File: src/asp_pkg.sv
// How it works
// - One data address serves both directions
// - Ninth received bit captured with data
// - Ninth transmit bit loaded with data
// - Length bit selects nine or eight bits
// - Wakeup bit selects address mark or idle
// - Buffer empty plus mask raises request
// - Transmit done plus mask raises request
// - Full or overrun plus mask raises request if receiver on, not standby
// - Idle line plus mask raises request if receiver on, not standby
// - Enabling transmitter first sends all-ones preamble
// - Receiver enable gates reception, keeps flags
// - Standby ends on chosen wakeup condition
// - Break bit sends zero groups, then one
// - Empty flag set on load, cleared by sequence
// - Done flag set when transmitter goes quiet
// - Full flag set on receive, cleared by sequence
// - Idle flag after a frame of ones
// - Overrun keeps old character, drops new
// - Noise flag set on disagreeing samples
// - Bad stop bit flags fault unless overrun
// - Start bit zero, stop bit one framing
// - Sixteen samples per bit, vote three
//
// Purpose: Constants and types of the async serial port register block
// Assumes: Byte-wide register port at the printed offsets
// Notes: Baud generation reduced to one tick divider parameter
package asp_pkg;
  localparam int ADDR_W = 8;
  localparam logic [7:0] OFS_CTL1 = 8'h0e;
  localparam logic [7:0] OFS_CTL2 = 8'h0f;
  localparam logic [7:0] OFS_FLAGS = 8'h10;
  localparam logic [7:0] OFS_DATA = 8'h11;
  // Control one fields
  localparam int C1_RX_NINTH = 7;
  localparam int C1_TX_NINTH = 6;
  localparam int C1_LEN_SEL = 4;
  localparam int C1_ROUSE = 3;
  // Control two fields
  localparam int C2_TX_EMPTY_IE = 7;
  localparam int C2_TX_DONE_IE = 6;
  localparam int C2_RX_FULL_IE = 5;
  localparam int C2_IDLE_IE = 4;
  localparam int C2_TX_EN = 3;
  localparam int C2_RX_EN = 2;
  localparam int C2_STANDBY = 1;
  localparam int C2_BREAK = 0;
  localparam logic [7:0] CTL2_RST = 8'h00;
  // Frame timing
  localparam logic [3:0] FRAME_LEN8 = 4'ha;
  localparam logic [3:0] FRAME_LEN9 = 4'hb;
  localparam logic [3:0] MARK_LEN = 4'h1;
  localparam logic [3:0] SUB_LAST = 4'hf;
  localparam logic [3:0] SAMPLE_A = 4'h7;
  localparam logic [3:0] SAMPLE_M = 4'h8;
  localparam logic [3:0] SAMPLE_B = 4'h9;
  localparam int TICK_DIV_DEF = 13;
  typedef enum logic [2:0] {TX_IDLE, TX_PRE, TX_BREAK, TX_MARK, TX_DATA} asp_tx_state_t;
  typedef enum logic {RX_IDLE, RX_BITS} asp_rx_state_t;
endpackage : asp_pkg

File: src/asp_top.sv
// Purpose: Register block, transmitter and receiver of the async serial port
// Assumes: One clock, synchronous reset, rx pin asynchronous to the clock
// Notes: TICK_DIV clock cycles make one sixteenth of a bit
//
// Chosen here: the plain strobed port.
`timescale 1ns/10ps
`default_nettype none
module asp_top #(
  parameter int TICK_DIV = asp_pkg::TICK_DIV_DEF
) (
  input wire logic clk_sys_in, // 40 MHz system clock
  input wire logic sys_rst_in, // Synchronous reset, high
  input wire logic [asp_pkg::ADDR_W-1:0] addr_in, // Register address
  input wire logic [7:0] wr_data_in, // Write data
  input wire logic wr_in, // Write strobe
  input wire logic rd_in, // Read strobe
  output wire logic [7:0] rd_data_out, // Read data, cycle after strobe
  input wire logic rx_pin_in, // Serial receive pin
  output wire logic tx_pin_out, // Serial transmit pin
  output wire logic tx_oe_out, // Transmit pin driven
  output wire logic irq_out // Serial interrupt request
);
  import asp_pkg::*;

  ////////////////////////////////////////////////////////////////////////////
  // State
  typedef struct packed {
    logic [15:0] tick_cnt;
    logic tx_r8;
    logic len9;
    logic rouse;
    logic [7:0] ctl2;
    logic tx_buffer_empty;
    logic tc;
    logic rx_buffer_full;
    logic idle;
    logic ovr;
    logic nf;
    logic fe;
    logic [6:0] arm;
    logic [7:0] rx_data;
    logic rx_r8;
    logic [7:0] tx_data;
    asp_tx_state_t tx_state;
    logic [10:0] tx_shift;
    logic [3:0] tx_len;
    logic [3:0] tx_bits;
    logic [3:0] tx_sub;
    logic pre_pend;
    logic was_break;
    logic te_prev;
    logic tx_pin;
    logic tx_oe;
    logic rx_s1;
    logic rx_s2;
    asp_rx_state_t rx_state;
    logic [3:0] rx_sub;
    logic [3:0] rx_bits;
    logic [9:0] rx_shift;
    logic [1:0] rx_vote;
    logic rx_noise;
    logic [7:0] idle_cnt;
    logic idle_armed;
    logic irq;
    logic [7:0] rd_data;
  } asp_state_t;

  asp_state_t st;
  asp_state_t next_st;
  logic tick;
  logic rx_deliver;

  // Frame length in bits for the selected character length
  function automatic logic [3:0] frame_len(input logic len9);
    frame_len = len9 ? FRAME_LEN9 : FRAME_LEN8;
  endfunction : frame_len

  ////////////////////////////////////////////////////////////////////////////
  // Next state
  always_comb begin
    logic [3:0] flen;
    logic tx_en;
    logic te_rise;
    logic frame_end;
    logic tx_free;
    logic line;
    logic [1:0] v;
    logic bitv;
    logic [9:0] full;
    logic wake;
    logic [7:0] idle_tgt;
    next_st = st;
    flen = frame_len(st.len9);
    tx_en = st.ctl2[C2_TX_EN];
    te_rise = tx_en && !st.te_prev;
    line = st.rx_s2;
    v = 2'h0;
    bitv = 1'b0;
    full = 10'h000;
    wake = 1'b0;
    idle_tgt = {flen, 4'h0};
    rx_deliver = 1'b0;
    tick = (st.tick_cnt == 16'(TICK_DIV - 1));
    // Sample tick divider
    next_st.tick_cnt = tick ? 16'h0000 : st.tick_cnt + 16'h0001;
    next_st.rd_data = 8'h00;

    // Register writes; clears come first so hardware sets win
    if (wr_in) begin
      case (addr_in)
        OFS_CTL1: begin
          next_st.tx_r8 = wr_data_in[C1_TX_NINTH];
          next_st.len9 = wr_data_in[C1_LEN_SEL];
          next_st.rouse = wr_data_in[C1_ROUSE];
        end
        OFS_CTL2: begin
          next_st.ctl2 = wr_data_in;
        end
        OFS_DATA: begin
          next_st.tx_data = wr_data_in;
          if (st.arm[6]) begin
            next_st.tx_buffer_empty = 1'b0;
          end
          if (st.arm[5]) begin
            next_st.tc = 1'b0;
          end
          next_st.arm[6:5] = 2'b00;
        end
        default: begin
        end
      endcase
    end

    // Register reads and the read half of the clear sequences
    if (rd_in) begin
      case (addr_in)
        OFS_CTL1: begin
          next_st.rd_data = {st.rx_r8, st.tx_r8, 1'b0, st.len9, st.rouse, 3'b000};
        end
        OFS_CTL2: begin
          next_st.rd_data = st.ctl2;
        end
        OFS_FLAGS: begin
          next_st.rd_data = {st.tx_buffer_empty, st.tc, st.rx_buffer_full, st.idle, st.ovr, st.nf, st.fe, 1'b0};
          next_st.arm = {st.tx_buffer_empty, st.tc, st.rx_buffer_full, st.idle, st.ovr, 2'b11};
        end
        OFS_DATA: begin
          next_st.rd_data = st.rx_data;
          if (st.arm[4]) begin
            next_st.rx_buffer_full = 1'b0;
          end
          if (st.arm[3]) begin
            next_st.idle = 1'b0;
          end
          if (st.arm[2]) begin
            next_st.ovr = 1'b0;
          end
          if (st.arm[1]) begin
            next_st.nf = 1'b0;
          end
          if (st.arm[0]) begin
            next_st.fe = 1'b0;
          end
          next_st.arm[4:0] = 5'h00;
        end
        default: begin
          next_st.rd_data = 8'h00;
        end
      endcase
    end

    // Transmitter: frame sequencing
    frame_end = tick && (st.tx_sub == SUB_LAST) && (st.tx_bits == st.tx_len - 4'h1);
    tx_free = (st.tx_state == TX_IDLE) || frame_end;
    if (tx_free) begin
      next_st.tx_sub = 4'h0;
      next_st.tx_bits = 4'h0;
      if (tx_en && (te_rise || st.pre_pend)) begin
        next_st.tx_state = TX_PRE;
        next_st.tx_shift = 11'h7ff;
        next_st.tx_len = flen;
        next_st.pre_pend = 1'b0;
      end else if (tx_en && st.ctl2[C2_BREAK]) begin
        next_st.tx_state = TX_BREAK;
        next_st.tx_shift = 11'h000;
        next_st.tx_len = flen;
        next_st.was_break = 1'b1;
      end else if (st.was_break) begin
        next_st.tx_state = TX_MARK;
        next_st.tx_shift = 11'h7ff;
        next_st.tx_len = MARK_LEN;
        next_st.was_break = 1'b0;
      end else if (tx_en && !next_st.tx_buffer_empty) begin
        next_st.tx_state = TX_DATA;
        next_st.tx_len = flen;
        next_st.tx_buffer_empty = 1'b1;
        // Stop bit high, start bit low
        if (st.len9) begin
          next_st.tx_shift = {1'b1, st.tx_r8, st.tx_data, 1'b0};
        end else begin
          next_st.tx_shift = {2'b11, st.tx_data, 1'b0};
        end
      end else begin
        next_st.tx_state = TX_IDLE;
      end
    end else if (tick) begin
      next_st.tx_sub = st.tx_sub + 4'h1;
      if (st.tx_sub == SUB_LAST) begin
        next_st.tx_bits = st.tx_bits + 4'h1;
        next_st.tx_shift = {1'b1, st.tx_shift[10:1]};
      end
    end
    if (te_rise && !tx_free) begin
      next_st.pre_pend = 1'b1;
    end
    next_st.te_prev = tx_en;
    // Done once the buffer is empty and nothing goes out
    if ((next_st.tx_state == TX_IDLE) && next_st.tx_buffer_empty) begin
      next_st.tc = 1'b1;
    end
    next_st.tx_pin = (next_st.tx_state == TX_IDLE) ? 1'b1 : next_st.tx_shift[0];
    next_st.tx_oe = tx_en || (next_st.tx_state != TX_IDLE);

    // Receiver: pin synchroniser
    next_st.rx_s1 = rx_pin_in;
    next_st.rx_s2 = st.rx_s1;

    // Receiver: bit recovery and delivery
    if (!st.ctl2[C2_RX_EN]) begin
      next_st.rx_state = RX_IDLE;
      next_st.idle_cnt = 8'h00;
    end else if (tick) begin
      case (st.rx_state)
        RX_IDLE: begin
          if (!line) begin
            next_st.rx_state = RX_BITS;
            next_st.rx_sub = 4'h1;
            next_st.rx_bits = 4'h0;
            next_st.rx_vote = 2'h0;
            next_st.rx_noise = 1'b0;
            next_st.idle_cnt = 8'h00;
            next_st.idle_armed = 1'b1;
          end else if (st.idle_cnt < idle_tgt) begin
            next_st.idle_cnt = st.idle_cnt + 8'h01;
            if ((next_st.idle_cnt == idle_tgt) && st.idle_armed) begin
              next_st.idle_armed = 1'b0;
              if (st.ctl2[C2_STANDBY]) begin
                if (!st.rouse) begin
                  next_st.ctl2[C2_STANDBY] = 1'b0;
                end
              end else begin
                next_st.idle = 1'b1;
              end
            end
          end
        end
        RX_BITS: begin
          next_st.rx_sub = st.rx_sub + 4'h1;
          v = st.rx_vote + {1'b0, line};
          if ((st.rx_sub == SAMPLE_A) || (st.rx_sub == SAMPLE_M)) begin
            next_st.rx_vote = v;
          end
          if (st.rx_sub == SUB_LAST) begin
            next_st.rx_bits = st.rx_bits + 4'h1;
            next_st.rx_vote = 2'h0;
          end
          if (st.rx_sub == SAMPLE_B) begin
            bitv = v[1];
            full = {bitv, st.rx_shift[9:1]};
            next_st.rx_noise = st.rx_noise || ((v != 2'h0) && (v != 2'h3));
            if (st.rx_bits == 4'h0) begin
              if (bitv) begin
                next_st.rx_state = RX_IDLE;
              end
            end else if (st.rx_bits == flen - 4'h1) begin
              next_st.rx_state = RX_IDLE;
              wake = st.ctl2[C2_STANDBY] && st.rouse && full[8];
              if (wake) begin
                next_st.ctl2[C2_STANDBY] = 1'b0;
              end
              if (!st.ctl2[C2_STANDBY] || wake) begin
                rx_deliver = 1'b1;
                // A data read clearing full in this cycle frees the buffer
                if (next_st.rx_buffer_full) begin
                  next_st.ovr = 1'b1;
                end else begin
                  next_st.rx_buffer_full = 1'b1;
                  next_st.nf = next_st.rx_noise;
                  next_st.fe = !bitv;
                  if (st.len9) begin
                    next_st.rx_data = full[7:0];
                    next_st.rx_r8 = full[8];
                  end else begin
                    next_st.rx_data = full[8:1];
                  end
                end
              end
            end else begin
              next_st.rx_shift = full;
            end
          end
        end
        default: begin
          next_st.rx_state = RX_IDLE;
        end
      endcase
    end

    // Single request from the four masked sources
    next_st.irq = (st.ctl2[C2_TX_EMPTY_IE] && st.tx_buffer_empty)
      || (st.ctl2[C2_TX_DONE_IE] && st.tc)
      || (st.ctl2[C2_RX_EN] && !st.ctl2[C2_STANDBY] && (
        (st.ctl2[C2_RX_FULL_IE] && (st.rx_buffer_full || st.ovr))
        || (st.ctl2[C2_IDLE_IE] && st.idle)));

    // Reset leaves data, ninth bits, length and wakeup untouched
    if (sys_rst_in) begin
      next_st.tick_cnt = 16'h0000;
      next_st.ctl2 = CTL2_RST;
      next_st.tx_buffer_empty = 1'b1;
      next_st.tc = 1'b1;
      next_st.rx_buffer_full = 1'b0;
      next_st.idle = 1'b0;
      next_st.ovr = 1'b0;
      next_st.nf = 1'b0;
      next_st.fe = 1'b0;
      next_st.arm = 7'h00;
      next_st.tx_state = TX_IDLE;
      next_st.tx_shift = 11'h7ff;
      next_st.tx_len = FRAME_LEN8;
      next_st.tx_bits = 4'h0;
      next_st.tx_sub = 4'h0;
      next_st.pre_pend = 1'b0;
      next_st.was_break = 1'b0;
      next_st.te_prev = 1'b0;
      next_st.tx_pin = 1'b1;
      next_st.tx_oe = 1'b0;
      next_st.rx_s1 = 1'b1;
      next_st.rx_s2 = 1'b1;
      next_st.rx_state = RX_IDLE;
      next_st.rx_sub = 4'h0;
      next_st.rx_bits = 4'h0;
      next_st.rx_shift = 10'h000;
      next_st.rx_vote = 2'h0;
      next_st.rx_noise = 1'b0;
      next_st.idle_cnt = 8'h00;
      next_st.idle_armed = 1'b0;
      next_st.irq = 1'b0;
      next_st.rd_data = 8'h00;
    end
  end

  ////////////////////////////////////////////////////////////////////////////
  // State register
  always_ff @(posedge clk_sys_in) begin
    st <= next_st;
  end

  // Outputs straight from the state register
  assign rd_data_out = st.rd_data;
  assign tx_pin_out = st.tx_pin;
  assign tx_oe_out = st.tx_oe;
  assign irq_out = st.irq;

  ////////////////////////////////////////////////////////////////////////////
  // Checks
  property p_reset_flags;
    @(posedge clk_sys_in) disable iff (sys_rst_in)
      $fell(sys_rst_in) |-> (st.tx_buffer_empty && st.tc && !st.rx_buffer_full && !st.ovr && st.ctl2 == CTL2_RST);
  endproperty
  a_reset_flags: assert property (p_reset_flags) else $error("flags wrong after reset");

  property p_empty_irq;
    @(posedge clk_sys_in) disable iff (sys_rst_in)
      (st.tx_buffer_empty && st.ctl2[C2_TX_EMPTY_IE]) |=> irq_out;
  endproperty
  a_empty_irq: assert property (p_empty_irq) else $error("empty request missing");

  property p_irq_masked;
    @(posedge clk_sys_in) disable iff (sys_rst_in)
      (st.ctl2[7:4] == 4'h0) |=> !irq_out;
  endproperty
  a_irq_masked: assert property (p_irq_masked) else $error("request with all masks off");

  property p_data_read;
    @(posedge clk_sys_in) disable iff (sys_rst_in)
      (rd_in && addr_in == OFS_DATA) |=> (rd_data_out == $past(st.rx_data));
  endproperty
  a_data_read: assert property (p_data_read) else $error("data read mismatch");

  property p_overrun_keep;
    @(posedge clk_sys_in) disable iff (sys_rst_in)
      (rx_deliver && st.rx_buffer_full && !(rd_in && addr_in == OFS_DATA && st.arm[4]))
        |=> (st.ovr && $stable(st.rx_data) && $stable(st.fe));
  endproperty
  a_overrun_keep: assert property (p_overrun_keep) else $error("overrun lost data");

  property p_break_low;
    @(posedge clk_sys_in) disable iff (sys_rst_in)
      (st.tx_state == TX_BREAK) |-> !tx_pin_out;
  endproperty
  a_break_low: assert property (p_break_low) else $error("break not low");

  property p_pre_high;
    @(posedge clk_sys_in) disable iff (sys_rst_in)
      (st.tx_state == TX_PRE) |-> (tx_pin_out && tx_oe_out);
  endproperty
  a_pre_high: assert property (p_pre_high) else $error("preamble not high");

  property p_te_start;
    @(posedge clk_sys_in) disable iff (sys_rst_in)
      (st.ctl2[C2_TX_EN] && !st.te_prev && st.tx_state == TX_IDLE) |=> (st.tx_state == TX_PRE);
  endproperty
  a_te_start: assert property (p_te_start) else $error("no preamble on enable");

  property p_rx_off_flags;
    @(posedge clk_sys_in) disable iff (sys_rst_in)
      (!st.ctl2[C2_RX_EN] && !rd_in) |=> ($stable(st.rx_buffer_full) && $stable(st.ovr));
  endproperty
  a_rx_off_flags: assert property (p_rx_off_flags) else $error("flags moved while off");
endmodule : asp_top
`default_nettype wire

File: config.mk
export PLATFORM = sky130hd
export DESIGN_NAME = asp_top
export DESIGN_NICKNAME = d
export VERILOG_FILES = /design/src/asp_pkg.sv /design/src/asp_top.sv
export SDC_FILE = /design/constraint.sdc
export NUM_CORES = 1
export LEC_CHECK = 0
export ABC_AREA = 1
export BUFFER_PORTS_ARGS = -buffer_cell sky130_fd_sc_hd__buf_2
export CAP_MARGIN = 20
export CORE_AREA = 2 2 110 112
export DETAILED_ROUTE_END_ITERATION = 6
export DIE_AREA = 0 0 112 114
export PLACE_DENSITY_LB_ADDON = 0.25
export SLEW_MARGIN = 30
export SYNTH_ARGS = -nofsm -noshare
export SYNTH_HDL_FRONTEND = slang
export SYNTH_SLANG_ARGS = --single-unit
File: constraint.sdc
create_clock -name clk_sys_in -period 2.2 [get_ports clk_sys_in]
set_input_delay 0.22 -clock clk_sys_in [delete_from_list [all_inputs] [get_ports clk_sys_in]]
set_output_delay 0.22 -clock clk_sys_in [all_outputs]
set_load 0.005 [all_outputs]
==> summary.md <==
| Metric | Value |
|---|---|
| TritonCTS clock tree | built |
| Power density over cell area | 724 mW/mm^2 |
| Total GRT Usage | 23.1% |
| Synth top cells by count | nand2_1 (169), dfxtp_1 (107), inv_1 (102) |
| Relative slew slack | 63.0% |
| Syn avg cell area | 7.55 sq um |
| Worst min-delay path class | primary input to register |
| Max IR drop VDD | 750 uV |
| Fill cells | 1029 |
| Total CTS buffers | 17 |
| WP data required | 2.34 ns |
| Post-DRT Antenna Nets | 0 |
| Ys flop type | dfxtp_1 |
| Via density | 5.31 |
| Drt pass-1 iters | 5 |
| Fraction of registers with async set/reset | 0% |
| Initial core utilization | 53.0% |
| Max-cap viol count | 0 |
| Register bit total from synthesis | 127 |
| Die area | 0.0128 sq mm |
| Syn Inst Count | 823 |
| Post-Syn Nets | 858 |
| Total area of sequential cells | 0.00274 sq mm |
| Initial antenna violation count | 0 |
| Die height | 114 um |
| Die span in x | 112 um |
| Fraction of layout cells with a size suffix above 1 | 14.4% |
| CP Capture Type | register |
| RSZ-0062 raised after global routing | false |
| Period minus WS final | 1.99 ns |
| Tcrit/Tclk final | 90.6% |
| Grt ovf | 0 |
| Area of the mapped netlist | 0.00621 sq mm |
| Final hold vios | 0 |
| Status | complete, no violations |
| CTS Buffer Depth | 2 |
| 1st-iter DRT viols | 410 |
| Final Max Slew Viols | 0 |
| Vias in the first global route | 5224 |
| Htree depth | 4 |
| First-pass GRT wire length | 23700 um |
| Largest net degree at the start of global routing | 29 |
| ANT cells | 0 |
| Insertion delay to the later sink of the worst-skew pair | 0.43 ns |
| Net count, final | 896 |
| Max Fclk | 502 MHz |
| Routed len/inst | 13.9 um |
| Via count | 5424 |
| Clk sink count | 127 |
| Setup TNS | 0 ns |
| PortBufs | 31 |
| Most common cell in the netlist | nand2_1 |
| GPL Wtd Cong | 0.922 |
| Drt drc | 0 |
| LEAKAGE | 2.86 nW |
| Syn-to-layout area delta | 14.2% |
| Row count | 40 |
| Critical path class | register to register |
| Synth warn | 0 |
| Share of the synthesized area in the top cell type | 34.5% |
| Clk_skew | 0.00760 ns |
| # placed instances | 984 |
| Endpoints failing setup | 0 |
| IO Pins | 32 |
| Worst-margin pin slew | 0.552 ns |
| CP Max Fanout | 8 |
| Multi-input gate area | 0.00291 sq mm |
| Core area | 0.0117 sq mm |
| Detailed Place HPWL | 10100 um |
| CP arrival | 2.13 ns |
| Seq/Total Area, Yosys | 44.2% |
| Layout Cells excl Fill | 1021 |
| Post-synth cell types | 47 |
| Synth area leaders | dfxtp_1 (34%), nand2_1 (10%), edfxtp_1 (9.7%) |
| Total Wirelength | 14200 um |
| EDFF count, synth | 20 |
| Largest area contributor in the netlist | dfxtp_1 |
| CTS root buf | clkbuf_16 |
| Number of setup buffers added after CTS | 0 |
| Total power | 5.14 mW |
| Setup crit start kind | register |
| Reg clk slew, reported paths | 0.06 ns |
area by class of cell:
| class | instances | area share [%] |
|---|---|---|
| Clock inverter | 13 | 1.62 |
| Tap cell | 147 | 2.59 |
| Sequential cell | 127 | 38.7 |
| Timing Repair Buffer | 44 | 3.74 |
| Multi-Input combinational cell | 556 | 41.0 |
| Clock buffer | 19 | 6.25 |
| Inverter | 115 | 6.10 |
stage by stage:
stage	hold WS [ns]	utilization [%]	setup slack, ns	cell area (sq um)
3_5_place_dp	0.404	55.3	0.180	6470
4_1_cts	0.00356	60.5	0.157	7080
5_1_grt	0.00152	60.6	0.00888	7090
6_report	0.00303	60.6	0.207	7090
2_1_floorplan	0.319	-	0.144	6210
3_3_place_gp	0.393	55.3	0.214	6470
state kept, by name (all words and copies together) (netlist names):
register	cells
st	116
irq_out	1
tx_oe_out	1
tx_pin_out	1
rd_data_out	8
layer usage:
layer / track usage, % / up-vias / share of wire (%)
met1: 27.9 / 2521 / 45
met4: 9.43 / 0 / 2.1
met3: 5.90 / 32 / 4.1
li1: - / 2755 / -
met5: 0 / - / 0
met2: 39.7 / 116 / 48
cell usage in the layout (no fill, tap or decap), types with 2 or more instances in the layout:
cell	Yosys	layout
a211oi_1	2	2
o21a_1	2	2
nor3_2	4	4
o32ai_1	2	2
clkinvlp_4	0	5
dlygate4sd3_1	0	5
clkbuf_16	0	17
xnor2_1	7	7
nor2_2	5	6
buf_4	8	8
clkinv_4	0	2
nor3_4	2	2
nor2_1	94	93
o21ai_1	8	8
xor2_1	9	9
nand2_4	2	2
nand2_1	169	169
nor3b_1	4	4
buf_2	3	31
clkinv_2	1	4
nand3_2	4	3
dfxtp_1	107	107
ha_1	14	14
o22ai_1	5	5
o21ai_0	34	34
edfxtp_1	20	20
nand3_1	58	58
nand2_2	7	7
nor3_1	10	10
a21oi_2	5	5
inv_1	102	102
nand4_1	26	26
a221oi_1	2	2
a21oi_1	61	61
nor2_4	6	6
nand3_4	1	2
or2_2	3	3
inv_2	11	11
worst max-delay path, stage by stage (launching register included):
cell and delay, ns:
dfxtp_1 0.34, inv_1 0.07, ha_1 0.19, nand3_1 0.10, nor2_2 0.16, nand2_4 0.11
nor2_4 0.10, inv_2 0.07, nor3_4 0.14, nand3_2 0.12, nor2_1 0.12, buf_4 0.17
power by group:
group	switching, mW	internal (mW)
logic	0.0823	0.0459
registers	0.00754	2.36
clock network	1.06	1.58
total	1.15	3.99
worst paths after layout:
kind	endpoint	slack, ns	startpoint	cells past startpoint
max	st[82]	0.21	st[115]	11
min	st[74]	0.003	wr_data_in[1]	1
max reg2reg	st[82]	0.21	st[115]	11
min reg2reg	st[40]	0.41	st[41]	1
kinds of logic (layout without fill, tap and decap cells):
logic type	Yosys count	in the layout	share of synthesized area, %
simple gates	400	400	30.4
xor+xnor	16	16	2.26
fa+ha+maj	14	14	2.82
buf+inv	140	191	9.15
compound gates	126	126	11.2
flops	127	127	44.2
timing repair:
action,4_1_cts,5_1_grt
endpoints found under the hold margin,5,0
hold buffers,5,0
endpoints found under the setup margin,0,17
resized for setup,0,2
Power figures use the tool's default switching activity.
